### src/gcap_defs.svh
// Constants for the gauge control register, status flags and charge count.
// Assumes nothing beyond inclusion by the package and the design modules.
`ifndef GCAP_DEFS_SVH
`define GCAP_DEFS_SVH

// Control register layout and power-up value: sleep, code 111, alert mode, running.
`define GCAP_CTRL_RST 8'h3c
`define GCAP_MODE_HI 7
`define GCAP_MODE_LO 6
`define GCAP_PRE_HI 5
`define GCAP_PRE_LO 3
`define GCAP_PIN_HI 2
`define GCAP_PIN_LO 1
`define GCAP_SHDN_BIT 0

// Prescaler codes at or above this one all select the largest factor.
`define GCAP_PRE_MAX_CODE 3'h6
`define GCAP_PRE_MAX_FACTOR 13'h1000

// Status register: bit 7 reserved, bit 0 comes up set.
`define GCAP_STAT_RST 8'h01
`define GCAP_STAT_CUR 6
`define GCAP_STAT_OVF 5
`define GCAP_STAT_TEMP 4
`define GCAP_STAT_CHI 3
`define GCAP_STAT_CLO 2
`define GCAP_STAT_VOLT 1
`define GCAP_STAT_UVLO 0

// Charge count values.
`define GCAP_COUNT_RST 16'h7fff
`define GCAP_COUNT_FULL 16'hffff
`define GCAP_COUNT_ZERO 16'h0000

`endif

### src/gcap_pkg.sv
// Types shared by the gauge control block and its charge prescaler.
// Assumes the constants header is on the include path.
`include "gcap_defs.svh"

package gcap_pkg;

    // Converter mode field, Gray ordered along sleep, single, auto, scan.
    typedef enum logic [1:0] {
        GCAP_MODE_SLEEP = 2'h0,
        GCAP_MODE_SINGLE = 2'h1,
        GCAP_MODE_AUTO = 2'h3,
        GCAP_MODE_SCAN = 2'h2
    } gcap_mode_t;

    // Alert pin configuration field.
    typedef enum logic [1:0] {
        GCAP_PIN_OFF = 2'h0,
        GCAP_PIN_CHG_FULL = 2'h1,
        GCAP_PIN_ALERT = 2'h2,
        GCAP_PIN_BOTH = 2'h3
    } gcap_pin_t;

    // Threshold and supply events reported by the measurement side, one-cycle pulses.
    typedef struct packed {
        logic cur;
        logic temp;
        logic chg_hi;
        logic chg_lo;
        logic volt;
        logic uvlo;
    } gcap_evt_t;

    // Whole state of the control block.
    typedef struct packed {
        logic [7:0] ctrl;
        logic [7:0] stat;
        logic [15:0] accumulated_charge_count;
        logic alert;
    } gcap_state_t;

    // Whole state of the prescaler.
    typedef struct packed {
        logic signed [13:0] resid;
        logic inc;
        logic dec;
    } gcap_pre_state_t;

endpackage

### src/gcap_presc.sv
// Charge prescaler: folds analog integrator steps into charge count steps.
// Assumes step pulses are synchronous to clk and never both high by intent.
`timescale 1ns/100ps
`include "gcap_defs.svh"

module gcap_presc
(
    input wire logic clk, // System clock.
    input wire logic rst, // Synchronous reset, active high.
    input wire logic [2:0] code, // Prescaler field.
    input wire logic hold, // Analog section shut down.
    input wire logic step_up, // Integrator step, charging.
    input wire logic step_dn, // Integrator step, discharging.
    output logic inc, // Count up one, one-cycle pulse.
    output logic dec // Count down one, one-cycle pulse.
);

    // Factor is 2 to the power twice the code, clamped so it never passes 4096.
    function automatic logic [12:0] factor(input logic [2:0] c);
        if (c >= `GCAP_PRE_MAX_CODE) // RULE_03
        begin
            return `GCAP_PRE_MAX_FACTOR;
        end
        return 13'(13'h1 << {c, 1'b0}); // RULE_14
    endfunction

    gcap_pkg::gcap_pre_state_t s_q, s_d;
    logic signed [13:0] lim;

    assign lim = 14'(factor(code));

    // Residue counts integrator steps until a full factor is reached either way.
    always_comb
    begin
        s_d = s_q;
        s_d.inc = 1'b0;
        s_d.dec = 1'b0;
        if (hold)
        begin
            s_d.resid = 14'sh0; // RULE_12
        end
        else if (step_up && !step_dn)
        begin
            if (s_q.resid + 14'sh1 >= lim) // RULE_02
            begin
                s_d.resid = 14'sh0;
                s_d.inc = 1'b1;
            end
            else
            begin
                s_d.resid = s_q.resid + 14'sh1;
            end
        end
        else if (step_dn && !step_up)
        begin
            if (s_q.resid - 14'sh1 <= -lim) // RULE_02
            begin
                s_d.resid = 14'sh0;
                s_d.dec = 1'b1;
            end
            else
            begin
                s_d.resid = s_q.resid - 14'sh1;
            end
        end
    end

    // State register.
    always_ff @(posedge clk)
    begin
        if (rst)
        begin
            s_q <= '0;
        end
        else
        begin
            s_q <= s_d;
        end
    end

    assign inc = s_q.inc;
    assign dec = s_q.dec;

    property p_presc_max;
        @(posedge clk) disable iff (rst)
        (code >= 3'h6) |-> (lim == 14'sh1000);
    endproperty
    a_presc_max: assert property (p_presc_max) else $error("Prescaler factor not 4096."); // RULE_03

    property p_presc_hold;
        @(posedge clk) disable iff (rst)
        hold |=> (s_q.resid == 14'sh0) && !inc && !dec;
    endproperty
    a_presc_hold: assert property (p_presc_hold) else $error("Residue kept in shutdown."); // RULE_12

endmodule

### src/gcap_ctrl.sv
// Control register, status flags, charge count and dual-use alert pin of the gauge.
// Assumes the serial interface decodes host accesses into the strobes below.
`timescale 1ns/100ps
`include "gcap_defs.svh"

// Notes on behaviour
// [RULE_01] One 8-bit control: mode, prescale, pin, shutdown.
// [RULE_02] Count LSB is step times factor over 4096.
// [RULE_03] Codes 110 and 111 both give 4096.
// [RULE_04] Pin field resets to alert mode.
// [RULE_05] Alert mode: threshold or wrap pulls pin low.
// [RULE_06] Alert response from host releases the pin.
// [RULE_07] Pin stays low across configuration change.
// [RULE_08] Charge-full mode: low pin loads count FFFFh.
// [RULE_09] Disabled mode: pin neither drives nor listens; an alert latched before the change still drives it low.
// [RULE_10] Host never writes pin code 11.
// [RULE_11] Shutdown stops analog, keeps registers and interface.
// [RULE_12] Shutdown stops counting and drops residue.
// [RULE_13] Mode 00 sleeps; 01 converts once, returns 00.
// [RULE_14] Factor is two to twice the code.
// [RULE_15] Count wraps and sets the overflow flag.
// [RULE_16] Status flags clear on read, set wins.
module gcap_ctrl
(
    input wire logic clk, // System clock, 20 MHz.
    input wire logic rst, // Synchronous reset, active high.
    input wire logic ctrl_wr, // Control register write strobe.
    input wire logic [7:0] ctrl_wdata, // Control register write data.
    output logic [7:0] ctrl_rdata, // Control register contents.
    input wire logic stat_rd, // Status register read strobe.
    output logic [7:0] stat_rdata, // Status register contents.
    input wire logic accumulated_charge_count_wr, // Charge count write strobe.
    input wire logic [15:0] accumulated_charge_count_wdata, // Charge count write data.
    output logic [15:0] accumulated_charge_count_rdata, // Charge count contents.
    input wire logic step_up, // Integrator step, charging.
    input wire logic step_dn, // Integrator step, discharging.
    input wire gcap_pkg::gcap_evt_t meas_evt, // Threshold and supply events.
    input wire logic seq_done, // Conversion sequence finished, pulse.
    input wire logic ara_done, // Successful alert response, pulse.
    input wire logic pin_i, // Alert pin level as seen.
    output logic pin_o, // Alert pin driven level.
    output logic pin_oe_n, // Alert pin enable, low while driving.
    output logic analog_on, // Analog section powered.
    output gcap_pkg::gcap_mode_t adc_mode // Converter mode to the converter.
);

    gcap_pkg::gcap_state_t s_q, s_d;
    gcap_pkg::gcap_pin_t pin_cfg;
    logic shdn;
    logic cnt_inc, cnt_dec;
    logic chg_full;
    logic wrap;
    logic [7:0] stat_set;

    // Field views of the control register.
    assign pin_cfg = gcap_pkg::gcap_pin_t'(s_q.ctrl[`GCAP_PIN_HI:`GCAP_PIN_LO]); // RULE_01
    assign shdn = s_q.ctrl[`GCAP_SHDN_BIT];
    assign adc_mode = gcap_pkg::gcap_mode_t'(s_q.ctrl[`GCAP_MODE_HI:`GCAP_MODE_LO]);

    // The prescaler keeps running off the registered field, so a new code applies at once.
    gcap_presc gcap_presc_inst
    (
        .clk(clk),
        .rst(rst),
        .code(s_q.ctrl[`GCAP_PRE_HI:`GCAP_PRE_LO]),
        .hold(shdn),
        .step_up(step_up),
        .step_dn(step_dn),
        .inc(cnt_inc),
        .dec(cnt_dec)
    );

    // Charge-full input only listens when its mode bit is set; code 11 listens too.
    assign chg_full = pin_cfg[0] && !pin_i; // RULE_08 RULE_09
    assign wrap = (cnt_inc && s_q.accumulated_charge_count == `GCAP_COUNT_FULL) ||
        (cnt_dec && s_q.accumulated_charge_count == `GCAP_COUNT_ZERO);

    // New flag sets this cycle; bit 7 is reserved and never sets.
    always_comb
    begin
        stat_set = 8'h00;
        stat_set[`GCAP_STAT_CUR] = meas_evt.cur;
        stat_set[`GCAP_STAT_OVF] = wrap && !chg_full && !accumulated_charge_count_wr;
        stat_set[`GCAP_STAT_TEMP] = meas_evt.temp;
        stat_set[`GCAP_STAT_CHI] = meas_evt.chg_hi;
        stat_set[`GCAP_STAT_CLO] = meas_evt.chg_lo;
        stat_set[`GCAP_STAT_VOLT] = meas_evt.volt;
        stat_set[`GCAP_STAT_UVLO] = meas_evt.uvlo;
    end

    // Next state of control, status, charge count and alert latch.
    always_comb
    begin
        s_d = s_q;
        if (ctrl_wr)
        begin
            s_d.ctrl = ctrl_wdata; // RULE_01 RULE_10
        end
        else if (adc_mode == gcap_pkg::GCAP_MODE_SINGLE && seq_done)
        begin
            s_d.ctrl[`GCAP_MODE_HI:`GCAP_MODE_LO] = gcap_pkg::GCAP_MODE_SLEEP; // RULE_13
        end
        // Read clears, but a flag raised in the same cycle survives.
        s_d.stat = (stat_rd ? 8'h00 : s_q.stat) | stat_set; // RULE_16
        // Charge-full beats a host write, which beats counting.
        if (chg_full)
        begin
            s_d.accumulated_charge_count = `GCAP_COUNT_FULL; // RULE_08
        end
        else if (accumulated_charge_count_wr)
        begin
            s_d.accumulated_charge_count = accumulated_charge_count_wdata;
        end
        else if (cnt_inc)
        begin
            s_d.accumulated_charge_count = s_q.accumulated_charge_count + 16'h0001; // RULE_15
        end
        else if (cnt_dec)
        begin
            s_d.accumulated_charge_count = s_q.accumulated_charge_count - 16'h0001; // RULE_15
        end
        // The latch ignores later configuration changes until the response arrives.
        if (ara_done)
        begin
            s_d.alert = 1'b0; // RULE_06 RULE_07
        end
        if (pin_cfg[1] && (stat_set[7:1] != 7'h00))
        begin
            s_d.alert = 1'b1; // RULE_05
        end
    end

    // State register; the reset values are the power-up defaults.
    always_ff @(posedge clk)
    begin
        if (rst)
        begin
            s_q.ctrl <= `GCAP_CTRL_RST; // RULE_04
            s_q.stat <= `GCAP_STAT_RST;
            s_q.accumulated_charge_count <= `GCAP_COUNT_RST;
            s_q.alert <= 1'b0;
        end
        else
        begin
            s_q <= s_d;
        end
    end

    // Open-drain pin: only ever pulls low. Shutdown touches none of the registers.
    assign pin_o = 1'b0;
    assign pin_oe_n = !s_q.alert;
    assign analog_on = !shdn; // RULE_11
    assign ctrl_rdata = s_q.ctrl;
    assign stat_rdata = s_q.stat;
    assign accumulated_charge_count_rdata = s_q.accumulated_charge_count;

    property p_ctrl_rst;
        @(posedge clk) rst |=> ctrl_rdata == `GCAP_CTRL_RST && pin_oe_n;
    endproperty
    a_ctrl_rst: assert property (p_ctrl_rst) else $error("Wrong control reset."); // RULE_04

    property p_ctrl_wr;
        @(posedge clk) disable iff (rst)
        ctrl_wr |=> ctrl_rdata == $past(ctrl_wdata);
    endproperty
    a_ctrl_wr: assert property (p_ctrl_wr) else $error("Control write lost."); // RULE_01

    property p_single;
        @(posedge clk) disable iff (rst)
        (adc_mode == gcap_pkg::GCAP_MODE_SINGLE && seq_done && !ctrl_wr)
            |=> adc_mode == gcap_pkg::GCAP_MODE_SLEEP;
    endproperty
    a_single: assert property (p_single) else $error("Single mode did not return to sleep."); // RULE_13

    property p_alert_set;
        @(posedge clk) disable iff (rst)
        (pin_cfg == gcap_pkg::GCAP_PIN_ALERT && (meas_evt.volt || meas_evt.cur))
            |=> !pin_oe_n;
    endproperty
    a_alert_set: assert property (p_alert_set) else $error("Alert not driven."); // RULE_05

    property p_alert_hold;
        @(posedge clk) disable iff (rst)
        (!pin_oe_n && !ara_done) |=> !pin_oe_n;
    endproperty
    a_alert_hold: assert property (p_alert_hold) else $error("Alert released early."); // RULE_07

    property p_alert_off;
        @(posedge clk) disable iff (rst)
        (pin_cfg == gcap_pkg::GCAP_PIN_OFF && pin_oe_n) |=> pin_oe_n;
    endproperty
    a_alert_off: assert property (p_alert_off) else $error("Disabled pin driven."); // RULE_09

    property p_chg_full;
        @(posedge clk) disable iff (rst)
        (pin_cfg == gcap_pkg::GCAP_PIN_CHG_FULL && !pin_i)
            |=> accumulated_charge_count_rdata == `GCAP_COUNT_FULL;
    endproperty
    a_chg_full: assert property (p_chg_full) else $error("Charge-full load missed."); // RULE_08

    property p_wrap;
        @(posedge clk) disable iff (rst)
        (cnt_inc && accumulated_charge_count_rdata == `GCAP_COUNT_FULL &&
            !accumulated_charge_count_wr && !chg_full)
            |=> accumulated_charge_count_rdata == `GCAP_COUNT_ZERO &&
            stat_rdata[`GCAP_STAT_OVF];
    endproperty
    a_wrap: assert property (p_wrap) else $error("Wrap not flagged."); // RULE_15

    property p_shdn_hold;
        @(posedge clk) disable iff (rst)
        (shdn && $past(shdn) && !accumulated_charge_count_wr && !chg_full)
            |=> $stable(accumulated_charge_count_rdata);
    endproperty
    a_shdn_hold: assert property (p_shdn_hold) else $error("Counting in shutdown."); // RULE_12

    property p_stat_clr;
        @(posedge clk) disable iff (rst)
        (stat_rd && stat_set == 8'h00) |=> stat_rdata == 8'h00;
    endproperty
    a_stat_clr: assert property (p_stat_clr) else $error("Status not cleared by read."); // RULE_16

    c_alert_ara: cover property (@(posedge clk) disable iff (rst) !pin_oe_n ##[1:20] ara_done);
    c_wrap: cover property (@(posedge clk) disable iff (rst) wrap);
    c_chg_full: cover property (@(posedge clk) disable iff (rst) chg_full);
    c_single: cover property (@(posedge clk) disable iff (rst)
        adc_mode == gcap_pkg::GCAP_MODE_SINGLE && seq_done);

endmodule

### config.mk
export PLATFORM = sky130hd
export DESIGN_NAME = gcap_ctrl
export DESIGN_NICKNAME = d
export VERILOG_FILES = /design/src/gcap_pkg.sv /design/src/gcap_presc.sv /design/src/gcap_ctrl.sv
export VERILOG_INCLUDE_DIRS = /design/src
export SDC_FILE = /design/constraint.sdc
export NUM_CORES = 1
export LEC_CHECK = 0
export ABC_AREA = 1
export BUFFER_PORTS_ARGS = -buffer_cell sky130_fd_sc_hd__buf_2
export CORE_ASPECT_RATIO = 0.75
export CORE_MARGIN = 3
export CORE_UTILIZATION = 58
export DETAILED_ROUTE_END_ITERATION = 6
export GPL_TIMING_DRIVEN = 0
export HOLD_SLACK_MARGIN = 0.1
export PLACE_DENSITY = 0.89
export SETUP_SLACK_MARGIN = 0.2
export SYNTH_ARGS = -nofsm -noshare
export SYNTH_HDL_FRONTEND = slang
export SYNTH_HIERARCHICAL = 1
export SYNTH_SLANG_ARGS = --single-unit
### constraint.sdc
create_clock -name clk -period 3.33 [get_ports clk]
set_clock_uncertainty 0.05 [all_clocks]
set_input_delay 0.333 -clock clk [delete_from_list [all_inputs] [get_ports clk]]
set_output_delay 0.333 -clock clk [all_outputs]
set_load 0.03 [all_outputs]
==> impl_metrics.tcl <==
set metrics [dict create \
    clk_latency_ns 0.31 \
    syn_area_per_cell_um2 6.45 \
    hold_path_depth 3 \
    initialDrtViolationCount 601 \
    ys_ff_latch 48 \
    track_usage_pct 28.3 \
    syn_inst 746 \
    tns_ns 0 \
    async_reset_ff_share_pct 0 \
    r2r_slack_ns 0.29 \
    synth.distinct_cells 47 \
    grt_pass1_wl_um 22300 \
    synth_edf_count 0 \
    worstHoldPathType "input port to flip-flop" \
    pre_cts_ws_ns 0.118 \
    drive_gt1_share_pct 27.9 \
    globalRouteOverflowTotal 0 \
    antenna_found_initial 0 \
    vias 5324 \
    power.density_mw_per_mm2 505 \
    cts.sinks 48 \
    end_kind "flip-flop" \
    io_pins 77 \
    report.final.slew_viol_count 0 \
    crit_required_ns 3.55 \
    drcViolationCount 0 \
    firstDrtPassIters 5 \
    viasPerCell 5.62 \
    hold_path.startpoint "meas_evt[0]" \
    seq_area_um2 970 \
    drt_wl_total_um 14400 \
    fmax_ghz 0.329 \
    status "complete, no violations" \
    grt_pass1_vias 4689 \
    stdcell_count 947 \
    ys_warn_count 6 \
    synthFlopType "dfxtp_1" \
    core_area_mm2 0.00799 \
    grt_start_max_net_pins 17 \
    relSlewSlack_pct 55.2 \
    die_w_um 111 \
    crit_path_start_kind "flip-flop" \
    port_buffers 74 \
    routedWlPerCell_um 15.2 \
    numCtsBuffers 5 \
    multi_input_area_mm2 0.00323 \
    layout_min_cycle_time_ns 3.04 \
    num_antenna_cells 0 \
    ir_worst_vdd_mv 0.328 \
    post-route-util_pct 71.3 \
    nNetsFinal 920 \
    clockRootBuffer "clkbuf_8" \
    setup_slack_ns 0.295 \
    critPathMaxFanout 10 \
    ys_seq_area_share_pct 20.0 \
    worst_hold_path.endpoint "stat_rdata[0]" \
    finalHoldViolCount 0 \
    setup-violations-final 0 \
    die_y_um 84.9 \
    power_leakage_nw 2.90 \
    r2r-start "gcap_presc_inst/s_q[4]" \
    path_class "flip-flop to flip-flop" \
    place_congestion 1.01 \
    dp_hpwl_um 10800 \
    tightest_slew_ns 0.672 \
    start_util_pct 60.3 \
    rsz0062_at_grt "false" \
    reg2reg_to "gcap_presc_inst/s_q[9]" \
    cts_htree_levels 2 \
    n_fill_cell 648 \
    clkSlewWorstSetupHoldPaths_ns 0.10 \
    area_growth_pct 18.2 \
    cts_tree "yes" \
    drtAntennaViolNets 0 \
    maxCapViolCount 0 \
    clockBufferDepth 2 \
    fp-row-count 28 \
    reg2regPathDepth 23 \
    critPathArrivalTime_ns 3.25 \
    fin_crit_sh_pct 91.1 \
    dpl.cell_count 926 \
    synth_area_mm2 0.00481 \
    die-area_mm2 0.00944 \
]
## worst max-delay path, stage by stage (launching register included)
cell and delay (ns):
dfxtp_1 0.32, buf_6 0.14, nor2_4 0.10, nand3_2 0.09
nor2_4 0.16, inv_1 0.05, o21ai_1 0.18, and2_4 0.22
inv_1 0.05, ha_1 0.30, a21oi_1 0.15, nor2_1 0.06
a211oi_2 0.17, nor2_2 0.07, nor2_2 0.15, nand2_1 0.09
nand2_2 0.07, nand2_2 0.06, inv_4 0.07, buf_12 0.14
nand3_2 0.08, nand3_2 0.10, nand2_1 0.05, inv_1 0.04
## cell usage in the layout, fill, tap and decap left out, types with 8 or more instances in the layout
cell      synthesis  final
nor2_1           80     76
clkbuf_1          8      8
a221oi_1          9      9
dfxtp_1          48     45
buf_2             6     80
nand2_2          17     20
inv_1           110    107
nand3_2          18     24
nor2_2            9     11
nand3_1          54     48
o21ai_0          17     16
nand2_1         156    154
a21oi_1          44     44
ha_1             38     34
xor2_1           16     12
nand4_1          17     17
buf_4            36     47
## stage by stage
stage                     cell area, um2  power, mW  hold slack (ns)
after floorplan                     4820       1.88            0.371
after global placement              5320       2.18            0.392
after detailed placement            5320       2.23            0.405
after CTS                           5460       2.66            0.144
after global routing                5690       3.06            0.166
final                               5690       2.87            0.142
## registers in the layout, summed over array words and instances (netlist names)
signal,count
accumulated_charge_count_rdata,16
gcap_presc_inst/s_q,14
ctrl_rdata,8
stat_rdata,7
gcap_presc_inst/dec,1
gcap_presc_inst/inc,1
s_q,1
## cell usage after synthesis (2+ instances only)
master / instances / area (um2)
and2_4: 2 / 17.5
nand2_1: 156 / 586
nor2_2: 9 / 56.3
or2_2: 2 / 12.5
dfxtp_1: 48 / 961
nor3_1: 6 / 30.0
inv_1: 110 / 413
nand3_1: 54 / 270
buf_4: 36 / 270
nand3b_1: 5 / 37.5
nand2_2: 17 / 106
xnor2_1: 5 / 43.8
ha_1: 38 / 475
conb_1: 2 / 7.51
o21ai_1: 4 / 20.0
a221oi_1: 9 / 78.8
nor2_4: 5 / 56.3
o21ai_0: 17 / 85.1
a21oi_2: 3 / 26.3
buf_2: 6 / 30.0
nand4_1: 17 / 106
xor2_1: 16 / 140
a21oi_1: 44 / 220
o211ai_1: 2 / 15.0
clkbuf_1: 8 / 30.0
nor2_1: 80 / 300
a21o_1: 3 / 22.5
nand3_2: 18 / 180
inv_2: 4 / 15.0
and2_1: 2 / 12.5
nand2_4: 2 / 22.5
## how the worst max path moves through the flow
stage                              to  slack [ns]              startpoint
4_1_cts        gcap_presc_inst/s_q[9]        0.20  gcap_presc_inst/s_q[4]
3_5_place_dp   gcap_presc_inst/s_q[9]        0.12  gcap_presc_inst/s_q[2]
6_report       gcap_presc_inst/s_q[9]        0.29  gcap_presc_inst/s_q[4]
5_1_grt        gcap_presc_inst/s_q[5]        0.13  gcap_presc_inst/s_q[4]
2_1_floorplan  gcap_presc_inst/s_q[5]        0.55  gcap_presc_inst/s_q[2]
3_3_place_gp   gcap_presc_inst/s_q[9]        0.16  gcap_presc_inst/s_q[2]
## timing repair
item | CTS | global route
hold buffers | 0 | 0
endpoints found under the hold margin | 0 | 0
setup buffers | 2 | 10
resized for setup | 6 | 33
gates cloned | 0 | 1
pin swaps | 2 | 11
endpoints found under the setup margin | 11 | 16
## layout make-up
class	count	area share [%]
Multi-Input combinational cell	532	56.7
Sequential cell	48	17.0
Timing Repair Buffer	86	8.16
Inverter	115	7.63
Buffer	53	6.42
Tap cell	105	2.31
Clock buffer	6	1.45
Clock inverter	2	0.264
## cells by family (layout without fill, tap and decap cells)
group | count (synthesis) | count (layout) | share of synthesized area [%]
AO/OA/AOI/OAI | 88 | 88 | 10.9
XOR/XNOR | 21 | 21 | 3.82
adder cells (fa/ha/maj) | 39 | 39 | 10.3
buffers and inverters | 168 | 262 | 16.6
flip-flops | 48 | 48 | 20.0
other | 2 | 3 | 0.156
AND/OR/NAND/NOR | 380 | 381 | 38.3
## routing by layer
layer / share of wire [%] / track usage [%] / up-vias
met5: 0.25 / 0 / -
met4: 2.7 / 5.64 / 2
met3: 13 / 7.70 / 57
met2: 41 / 43.0 / 337
met1: 43 / 40.4 / 2388
li1: - / - / 2540
## power by group
group / internal (mW) / total, mW / leakage, nW / switching, mW
sequential: 0.635 / 0.723 / 0.399 / 0.0881
combinational: 0.682 / 1.76 / 2.45 / 1.08
clock: 0.169 / 0.393 / 0.0434 / 0.225
Power figures use the tool's default switching activity.
